==> src/rtl/ilc_pkg.sv <==
// Constants, register map and helper functions of the interrupt level control block.
package ilc_pkg;
  localparam int NSRC = 15;
  localparam int LVL_W = 2;
  localparam int ID_W = 4;
  localparam int FLOOR_W = 3;
  localparam int BYTE_W = 8;
  localparam int WORD_W = 16;
  localparam int EVT_W = 3;
  localparam int LVLV_W = NSRC * LVL_W;
  // Byte addresses of the registers.
  localparam logic [15:0] ADDR_CTL_ON = 16'hF030;
  localparam logic [15:0] ADDR_IN_SERVICE = 16'hF032;
  localparam logic [15:0] ADDR_SEL_SUP = 16'hF034;
  localparam logic [15:0] ADDR_SEL_EXT = 16'hF036;
  localparam logic [15:0] ADDR_SEL_PER = 16'hF038;
  localparam logic [15:0] ADDR_EVT_STS = 16'hF040;
  localparam logic [15:0] ADDR_EVT_MASK = 16'hF042;
  // Implemented bits of each register; everything else reads as zero.
  localparam logic [15:0] WMASK_SUP = 16'h3000;
  localparam logic [15:0] WMASK_EXT = 16'hFFFF;
  localparam logic [15:0] WMASK_PER = 16'h33FF;
  localparam logic [7:0] CTL_ON_MASK = 8'h01;
  localparam logic [7:0] IN_SERVICE_MASK = 8'h8F;
  localparam logic [7:0] EVT_MASK_BITS = 8'h07;
  localparam logic [15:0] RST_WORD = 16'h0000;
  localparam logic [7:0] RST_BYTE = 8'h00;
  // Field positions.
  localparam int CTL_ON_BIT = 0;
  localparam int NMI_BIT = 7;
  localparam int SUP_LVL_LSB = 12;
  localparam int ADC_LVL_LSB = 12;
  localparam int SERB_LVL_LSB = 8;
  localparam int SERA_LVL_LSB = 6;
  localparam int MCU_LVL_LSB = 4;
  localparam int DMA_LVL_LSB = 2;
  localparam int CBU_LVL_LSB = 0;
  localparam int EVT_ACCEPT = 0;
  localparam int EVT_RELEASE = 1;
  localparam int EVT_REFUSED = 2;
  // Byte enables and level encodings.
  localparam logic [1:0] BE_WORD = 2'h3;
  localparam logic [1:0] BE_LO = 2'h1;
  localparam logic [1:0] BE_HI = 2'h2;
  localparam logic [2:0] LVL_BASE = 3'h1;
  localparam logic [2:0] FLOOR_NONE = 3'h0;
  localparam logic [2:0] FLOOR_NMI = 3'h5;

  // Merges the enabled byte lanes of a write into the writable bits only.
  function automatic logic [15:0] merge16(input logic [15:0] old, input logic [15:0] wd,
                                          input logic [15:0] mask, input logic [1:0] be);
    logic [15:0] lane;
    lane = {{BYTE_W{be[1]}}, {BYTE_W{be[0]}}} & mask;
    return (old & ~lane) | (wd & lane);
  endfunction

  // One-hot of the highest level now marked in service.
  function automatic logic [7:0] highest_in_service(input logic [7:0] level_in_service);
    logic [7:0] hot;
    hot = RST_BYTE;
    if (level_in_service[NMI_BIT]) begin
      hot[NMI_BIT] = 1'b1;
    end else begin
      for (int i = 0; i < 4; i++) begin
        if (level_in_service[i]) begin
          hot = RST_BYTE;
          hot[i] = 1'b1;
        end
      end
    end
    return hot;
  endfunction

  // Level number (1..4) now served, 5 for the non-maskable one, 0 for none.
  function automatic logic [2:0] service_floor(input logic [7:0] level_in_service);
    logic [2:0] f;
    f = FLOOR_NONE;
    for (int i = 0; i < 4; i++) begin
      if (level_in_service[i]) begin
        f = 3'(i) + LVL_BASE;
      end
    end
    if (level_in_service[NMI_BIT]) begin
      f = FLOOR_NMI;
    end
    return f;
  endfunction

  // Level field of one source out of the packed level vector.
  function automatic logic [1:0] field_level(input logic [LVLV_W-1:0] vec, input int idx);
    return vec[idx*LVL_W +: LVL_W];
  endfunction
endpackage

==> src/rtl/ilc_arbiter.sv <==
// Picks the request to present to the CPU and holds it in output registers.
`timescale 1ns/10ps
`default_nettype none
module ilc_arbiter
  import ilc_pkg::*;
(
  input wire logic clk_sys_in,
  input wire logic arst_n_in,
  input wire logic [NSRC-1:0] req_in,
  input wire logic [LVLV_W-1:0] lvl_in,
  input wire logic ctl_on_in,
  input wire logic [FLOOR_W-1:0] floor_in,
  output logic valid_out,
  output logic [ID_W-1:0] id_out,
  output logic [LVL_W-1:0] level_out
);
  logic found;
  logic [ID_W-1:0] best_id;
  logic [LVL_W-1:0] best_lv;
  logic [LVL_W-1:0] best_rank;

  // Scan from the top index down so that on a tie the lower index wins.
  always_comb begin
    logic [LVL_W-1:0] lv;
    logic [LVL_W-1:0] rank;
    logic ok;
    lv = '0;
    rank = '0;
    ok = 1'b0;
    found = 1'b0;
    best_id = '0;
    best_lv = '0;
    best_rank = '0;
    for (int i = NSRC - 1; i >= 0; i--) begin
      lv = field_level(lvl_in, i);
      rank = ctl_on_in ? lv : '0;
      ok = !ctl_on_in || (({1'b0, lv} + LVL_BASE) >= floor_in);
      if (req_in[i] && ok && (!found || rank >= best_rank)) begin
        found = 1'b1;
        best_id = ID_W'(i);
        best_lv = lv;
        best_rank = rank;
      end
    end
  end

  // Registered so the CPU sees glitch-free choices; a change costs one cycle.
  always_ff @(posedge clk_sys_in or negedge arst_n_in) begin
    if (!arst_n_in) begin
      valid_out <= 1'b0;
      id_out <= '0;
      level_out <= '0;
    end else begin
      valid_out <= found;
      id_out <= best_id;
      level_out <= best_lv;
    end
  end
endmodule // ilc_arbiter
`default_nettype wire

==> src/rtl/ilc_level_ctrl.sv <==
// Interrupt priority level control: level registers, in-service tracking and request gating.
//
// The plain strobed port was left to the implementer.
`timescale 1ns/10ps
`default_nettype none
module ilc_level_ctrl
  import ilc_pkg::*;
(
  input wire logic clk_sys_in,
  input wire logic arst_n_in,
  input wire logic [15:0] reg_addr_in,
  input wire logic [15:0] reg_wdata_in,
  input wire logic reg_word_in,
  input wire logic reg_wr_in,
  input wire logic reg_rd_in,
  output logic [15:0] reg_rdata_out,
  input wire logic [NSRC-1:0] src_req_in,
  input wire logic cpu_accept_in,
  input wire logic nmi_accept_in,
  output logic irq_valid_out,
  output logic [ID_W-1:0] irq_id_out,
  output logic [LVL_W-1:0] irq_level_out,
  output logic evt_irq_out
);
  logic [15:0] word_addr;
  logic [1:0] be;
  logic [15:0] wd16;
  logic hit_ctl, hit_cil, hit_sup, hit_ext, hit_per, hit_sts, hit_msk;
  logic ctl_on_ff;
  logic [7:0] in_svc_ff;
  logic [7:0] nxt_in_svc;
  logic [15:0] sel_sup_ff, sel_ext_ff, sel_per_ff;
  logic [EVT_W-1:0] evt_sts_ff, evt_msk_ff, evt_now;
  logic [LVLV_W-1:0] lvl_vec;
  logic [FLOOR_W-1:0] floor;
  logic accept_ms, nmi_set, clr, lvl_wr, lvl_refused;
  logic [7:0] set_vec;
  logic [15:0] nxt_rdata;

  // Byte accesses pick a lane from the low address bit; words ignore it.
  assign word_addr = {reg_addr_in[15:1], 1'b0};
  assign be = reg_word_in ? BE_WORD : (reg_addr_in[0] ? BE_HI : BE_LO);
  assign wd16 = reg_word_in ? reg_wdata_in : {reg_wdata_in[BYTE_W-1:0], reg_wdata_in[BYTE_W-1:0]};
  assign hit_ctl = (word_addr == ADDR_CTL_ON) && be[0];
  assign hit_cil = (word_addr == ADDR_IN_SERVICE) && be[0];
  assign hit_sup = (word_addr == ADDR_SEL_SUP);
  assign hit_ext = (word_addr == ADDR_SEL_EXT);
  assign hit_per = (word_addr == ADDR_SEL_PER);
  assign hit_sts = (word_addr == ADDR_EVT_STS) && be[0];
  assign hit_msk = (word_addr == ADDR_EVT_MASK) && be[0];
  assign lvl_wr = reg_wr_in && (hit_sup || hit_ext || hit_per);
  assign lvl_refused = lvl_wr && !ctl_on_ff;

  // Level control enable bit.
  always_ff @(posedge clk_sys_in or negedge arst_n_in) begin
    if (!arst_n_in) begin
      ctl_on_ff <= 1'b0;
    end else if (reg_wr_in && hit_ctl) begin
      ctl_on_ff <= wd16[CTL_ON_BIT];
    end
  end

  // Level registers; only fields that exist are stored, the rest stay zero.
  always_ff @(posedge clk_sys_in or negedge arst_n_in) begin
    if (!arst_n_in) begin
      sel_sup_ff <= RST_WORD;
      sel_ext_ff <= RST_WORD;
      sel_per_ff <= RST_WORD;
    end else if (lvl_wr && ctl_on_ff) begin
      if (hit_sup) begin
        sel_sup_ff <= merge16(sel_sup_ff, wd16, WMASK_SUP, be);
      end
      if (hit_ext) begin
        sel_ext_ff <= merge16(sel_ext_ff, wd16, WMASK_EXT, be);
      end
      if (hit_per) begin
        sel_per_ff <= merge16(sel_per_ff, wd16, WMASK_PER, be);
      end
    end
  end

  // Source order: supervisor, pins 0..7, clock backup, DMA, MCU, serial a, serial b, ADC.
  assign lvl_vec = {sel_per_ff[ADC_LVL_LSB +: LVL_W], sel_per_ff[SERB_LVL_LSB +: LVL_W],
                    sel_per_ff[SERA_LVL_LSB +: LVL_W], sel_per_ff[MCU_LVL_LSB +: LVL_W],
                    sel_per_ff[DMA_LVL_LSB +: LVL_W], sel_per_ff[CBU_LVL_LSB +: LVL_W],
                    sel_ext_ff, sel_sup_ff[SUP_LVL_LSB +: LVL_W]};

  // Accepts mark levels only while level control is on; nothing else owns a level then.
  assign accept_ms = cpu_accept_in && irq_valid_out && ctl_on_ff;
  assign nmi_set = nmi_accept_in && ctl_on_ff;
  assign clr = reg_wr_in && hit_cil;

  always_comb begin
    set_vec = RST_BYTE;
    if (accept_ms) begin
      set_vec[irq_level_out] = 1'b1;
    end
    if (nmi_set) begin
      set_vec[NMI_BIT] = 1'b1;
    end
  end

  // The written value is ignored; a new mark in the same cycle survives the clear.
  assign nxt_in_svc = ((in_svc_ff & ~(clr ? highest_in_service(in_svc_ff) : RST_BYTE))
                      | set_vec) & IN_SERVICE_MASK;

  always_ff @(posedge clk_sys_in or negedge arst_n_in) begin
    if (!arst_n_in) begin
      in_svc_ff <= RST_BYTE;
    end else begin
      in_svc_ff <= nxt_in_svc;
    end
  end

  assign floor = service_floor(in_svc_ff);

  ilc_arbiter u_arb (
    .clk_sys_in(clk_sys_in),
    .arst_n_in(arst_n_in),
    .req_in(src_req_in),
    .lvl_in(lvl_vec),
    .ctl_on_in(ctl_on_ff),
    .floor_in(floor),
    .valid_out(irq_valid_out),
    .id_out(irq_id_out),
    .level_out(irq_level_out)
  );

  // Event flags: a new event in the cycle of its write-one clear wins.
  assign evt_now = {lvl_refused, clr && (in_svc_ff != RST_BYTE), accept_ms || nmi_set};

  always_ff @(posedge clk_sys_in or negedge arst_n_in) begin
    if (!arst_n_in) begin
      evt_sts_ff <= '0;
    end else if (reg_wr_in && hit_sts) begin
      evt_sts_ff <= (evt_sts_ff & ~wd16[EVT_W-1:0]) | evt_now;
    end else begin
      evt_sts_ff <= evt_sts_ff | evt_now;
    end
  end

  always_ff @(posedge clk_sys_in or negedge arst_n_in) begin
    if (!arst_n_in) begin
      evt_msk_ff <= '0;
    end else if (reg_wr_in && hit_msk) begin
      evt_msk_ff <= wd16[EVT_W-1:0];
    end
  end

  // Registered interrupt line, one cycle behind the flags.
  always_ff @(posedge clk_sys_in or negedge arst_n_in) begin
    if (!arst_n_in) begin
      evt_irq_out <= 1'b0;
    end else begin
      evt_irq_out <= |(evt_sts_ff & evt_msk_ff);
    end
  end

  // Read mux; byte reads of the high lane come back in the low byte.
  always_comb begin
    logic [15:0] word;
    word = RST_WORD;
    case (word_addr)
      ADDR_CTL_ON: word = {RST_BYTE, {7'h00, ctl_on_ff} & CTL_ON_MASK};
      ADDR_IN_SERVICE: word = {RST_BYTE, in_svc_ff};
      ADDR_SEL_SUP: word = sel_sup_ff & WMASK_SUP;
      ADDR_SEL_EXT: word = sel_ext_ff;
      ADDR_SEL_PER: word = sel_per_ff & WMASK_PER;
      ADDR_EVT_STS: word = {RST_BYTE, {5'h00, evt_sts_ff} & EVT_MASK_BITS};
      ADDR_EVT_MASK: word = {RST_BYTE, {5'h00, evt_msk_ff} & EVT_MASK_BITS};
      default: word = RST_WORD;
    endcase
    if (!reg_word_in && reg_addr_in[0]) begin
      nxt_rdata = {RST_BYTE, word[WORD_W-1:BYTE_W]};
    end else if (!reg_word_in) begin
      nxt_rdata = {RST_BYTE, word[BYTE_W-1:0]};
    end else begin
      nxt_rdata = word;
    end
  end

  // Read data stand for the one cycle after the strobe and are zero otherwise.
  always_ff @(posedge clk_sys_in or negedge arst_n_in) begin
    if (!arst_n_in) begin
      reg_rdata_out <= RST_WORD;
    end else begin
      reg_rdata_out <= reg_rd_in ? nxt_rdata : RST_WORD;
    end
  end
endmodule // ilc_level_ctrl
`default_nettype wire

==> config.mk <==
export PLATFORM = sky130hd
export DESIGN_NAME = ilc_level_ctrl
export DESIGN_NICKNAME = d
export VERILOG_FILES = /design/src/rtl/ilc_pkg.sv /design/src/rtl/ilc_arbiter.sv /design/src/rtl/ilc_level_ctrl.sv
export SDC_FILE = /design/constraint.sdc
export NUM_CORES = 1
export LEC_CHECK = 0
export BUFFER_PORTS_ARGS = -buffer_cell sky130_fd_sc_hd__buf_2
export CAP_MARGIN = 20
export CORE_MARGIN = 10
export CORE_UTILIZATION = 32
export CTS_BUF_LIST = sky130_fd_sc_hd__clkbuf_16
export DETAILED_ROUTE_END_ITERATION = 12
export GPL_ROUTABILITY_DRIVEN = 0
export GPL_TIMING_DRIVEN = 0
export REMOVE_ABC_BUFFERS = 1
export SLEW_MARGIN = 20
export SYNTH_ARGS = -nofsm -noshare
export SYNTH_HDL_FRONTEND = slang
export SYNTH_SLANG_ARGS = --single-unit
==> constraint.sdc <==
create_clock -name clk_sys_in -period 22.3 [get_ports clk_sys_in]
set_input_delay 1.115 -clock clk_sys_in [delete_from_list [all_inputs] [get_ports clk_sys_in]]
set_output_delay 1.115 -clock clk_sys_in [all_outputs]
set_load 0.01 [all_outputs]
==> impl_metrics.ini <==
[synthesis]
synthXorXnorAreaFrac = 0
synthCells = 673
synth_edf_count = 0
synthArstFlopShare = 1.00
synthAdderAreaFrac = 0.154
ys_ff_latch = 66
avgSynthCellArea_um2 = 9.18
ys_warn_count = 0
synth.largest_area_cell = dfrtp_1
ys_seq_area_frac = 0.267
synth_top_family_by_area = compound AO/OA/AOI/OAI gates
ys.flop_type = dfrtp_1
synth_top_cell_area_share = 0.267
synthesis.area_um2 = 6180
synth-compound-area-share = 0.246
synthTopCellsByArea = dfrtp_1, ha_1, mux2_2
synthSimpleGateAreaFrac = 0.210
yosys.cell_types.count = 86
muxShareOfSynthArea = 0.0897

[outcome]
status = complete, no violations

[timing]
worst_pin_slew_ns = 1.44
slew_headroom = 0.0327
finalClockSkew_ns = 0.00880
fin_crit_sh = 0.935
grt_setup_unrepaired = false
fin_crit_ns = 20.84
slew_viol_final = 0
fmax_mhz = 48.0
setup_viol = 0
final_hold_viol_count = 0
setup_ws_ns = 1.46

[clocking]
ctsHtreeMaxLevel = 3
insertion_delay_ns = 0.34
cts.sinks = 66
numCtsBuffers = 9
cts_buffer_depth = 2
cts_tree = done
cts_root_buffer = clkbuf_16
clkSlewWorstSetupHoldPaths_ns = 0.06

[die]
die_area_um2 = 25300
initial_core_util = 0.328
die_w_um = 159
core_um2 = 18800
die_h_um = 159
placementRows = 50
ios = 78

[route]
firstDrtPassIters = 5
drc = 0
drt_first_iter_violations = 416
ant_nets = 0
wire_per_inst_um = 19.6
wl_um = 19800
vias_per_cell = 5.62
vias = 5673

[placement]
port_buffers = 77
placed_area_um2 = 6860
dp_slack_ns = 0.423
dpl.hpwl_um = 15000
dpl.cell_count = 992

[pwr]
powerDensity_nw_per_um2 = 45.5
peakVddDrop_uv = 44.4
leakagePower_nw = 3.21

[global_route]
antenna_found_initial = 2
grt_use_total = 0.150
grt-ovfl-total = 0
grt_max_degree = 46
grt_pass1_vias = 5463
grt_pass1_wl_um = 31000

[hold_path]
whs_path_depth = 2
holdCritStartpoint = evt_sts_ff[2]$_DFF_PN0_
hp-class = reg2reg
whs_endpoint = evt_sts_ff[2]$_DFF_PN0_

[setup_path]
end_kind = flop
reg2reg_slack_ns = 1.46
rr_worst_depth = 101
crit_path_top_delay_cell = dfrtp_1
arrival_ns = 21.07
rr_startpoint = in_svc_ff[3]$_DFF_PN0_
start_kind = flop
crit_fanout = 17
critPathKind = reg2reg
required_ns = 22.53
slowest_delay_ns = 0.50
r2r-end = u_arb.id_out[3]$_DFF_PN0_

[layout]
final_cell_area_um2 = 7300
fin_util = 0.388
synthToLayoutAreaGrowth_pct = 18.3
fin_cells = 1009
drive_above_1_share = 0.255
nNetsFinal = 871

[job]
max-cap-violations = 0
logic make-up (layout without fill, tap and decap cells):
logic type,after synthesis,in the layout
fa+ha+maj,77,77
other cells,0,1
mux,50,50
buf+inv,42,116
flops,66,66
compound gates,201,201
simple gates,237,238
critical path, delay by kind of cell, from the launching register on:
family | cells | cell delay, ns
compound gates | 47 | 10.14
mux | 1 | 0.23
buf+inv | 4 | 0.46
flops | 1 | 0.50
simple gates | 34 | 5.56
fa+ha+maj | 15 | 3.85
placed cells by master, fill, tap and decap left out, types with 18 or more instances in the layout:
cell / Yosys / layout
buf_2: 2 / 76
ha_1: 73 / 73
dfrtp_1: 66 / 65
nand2_1: 60 / 60
mux2_2: 39 / 39
nand2b_1: 38 / 38
a21oi_1: 39 / 38
nor2_1: 35 / 35
o21ai_0: 35 / 34
nor3_1: 22 / 19
inv_1: 18 / 18
and2_1: 18 / 18
where the power goes:
part | total, mW | internal (mW) | switching [mW]
combinational | 0.0448 | 0.0168 | 0.0280
clock | 0.167 | 0.109 | 0.0574
sequential | 0.121 | 0.120 | 0.000409
per-stage QoR:
step | setup TNS (ns) | hold WS, ns | total power [mW]
final | 0 | 0.509 | 0.332
after global routing | 0 | 0.552 | 0.343
after CTS | 0 | 0.514 | 0.331
after detailed placement | 0 | 0.499 | 0.166
after global placement | -3.99 | 0.495 | 0.165
after floorplan | 0 | 0.467 | 0.148
what timing repair did:
action	CTS	global route
setup buffers	0	0
resized for setup	0	17
hold buffers	0	0
setup endpoints to repair	0	6
synthesized netlist by cell type, types with 8 or more instances:
cell type	number
nor2b_1	8
nor2_1	35
nor3_1	22
nand2_1	60
ha_1	73
mux2_2	39
nand4_1	11
nand3_1	11
and2_1	18
o21ai_0	35
a21o_1	11
a31oi_1	14
inv_1	18
mux2i_1	10
nand2b_1	38
dfrtp_1	66
a21oi_1	39
clkbuf_1	13
o22ai_1	8
how the worst max path moves through the flow:
stage	from	depth (start not counted)	slack, ns	endpoint
after floorplan	in_svc_ff[1]$_DFF_PN0_	101	3.13	u_arb.id_out[3]$_DFF_PN0_
after global placement	in_svc_ff[1]$_DFF_PN0_	100	-0.77	u_arb.id_out[3]$_DFF_PN0_
after detailed placement	in_svc_ff[1]$_DFF_PN0_	102	0.42	u_arb.id_out[3]$_DFF_PN0_
after CTS	in_svc_ff[1]$_DFF_PN0_	101	0.28	u_arb.id_out[3]$_DFF_PN0_
after global routing	in_svc_ff[1]$_DFF_PN0_	102	0.0008	u_arb.level_out[0]$_DFF_PN0_
final	in_svc_ff[3]$_DFF_PN0_	101	1.46	u_arb.id_out[3]$_DFF_PN0_
cell type report:
| cell class | instances | area, um^2 |
|---|---|---|
| Fill cell | 1927 | 11500 |
| Clock buffer | 9 | 225 |
| Antenna cell | 1 | 2.50 |
| Sequential cell | 66 | 1650 |
| Clock inverter | 6 | 115 |
| Tap cell | 260 | 325 |
| Multi-Input combinational cell | 566 | 4440 |
| Inverter | 20 | 77.6 |
| Timing Repair Buffer | 81 | 462 |
layer usage:
layer	track usage	up-vias	wire, um
met1	0.205	2748	9290
li1	-	2709	-
met4	0.0337	2	216
met5	0	-	13
met3	0.0292	17	1220
met2	0.238	197	9080
No activity file was read; power rests on OpenSTA's default activity.
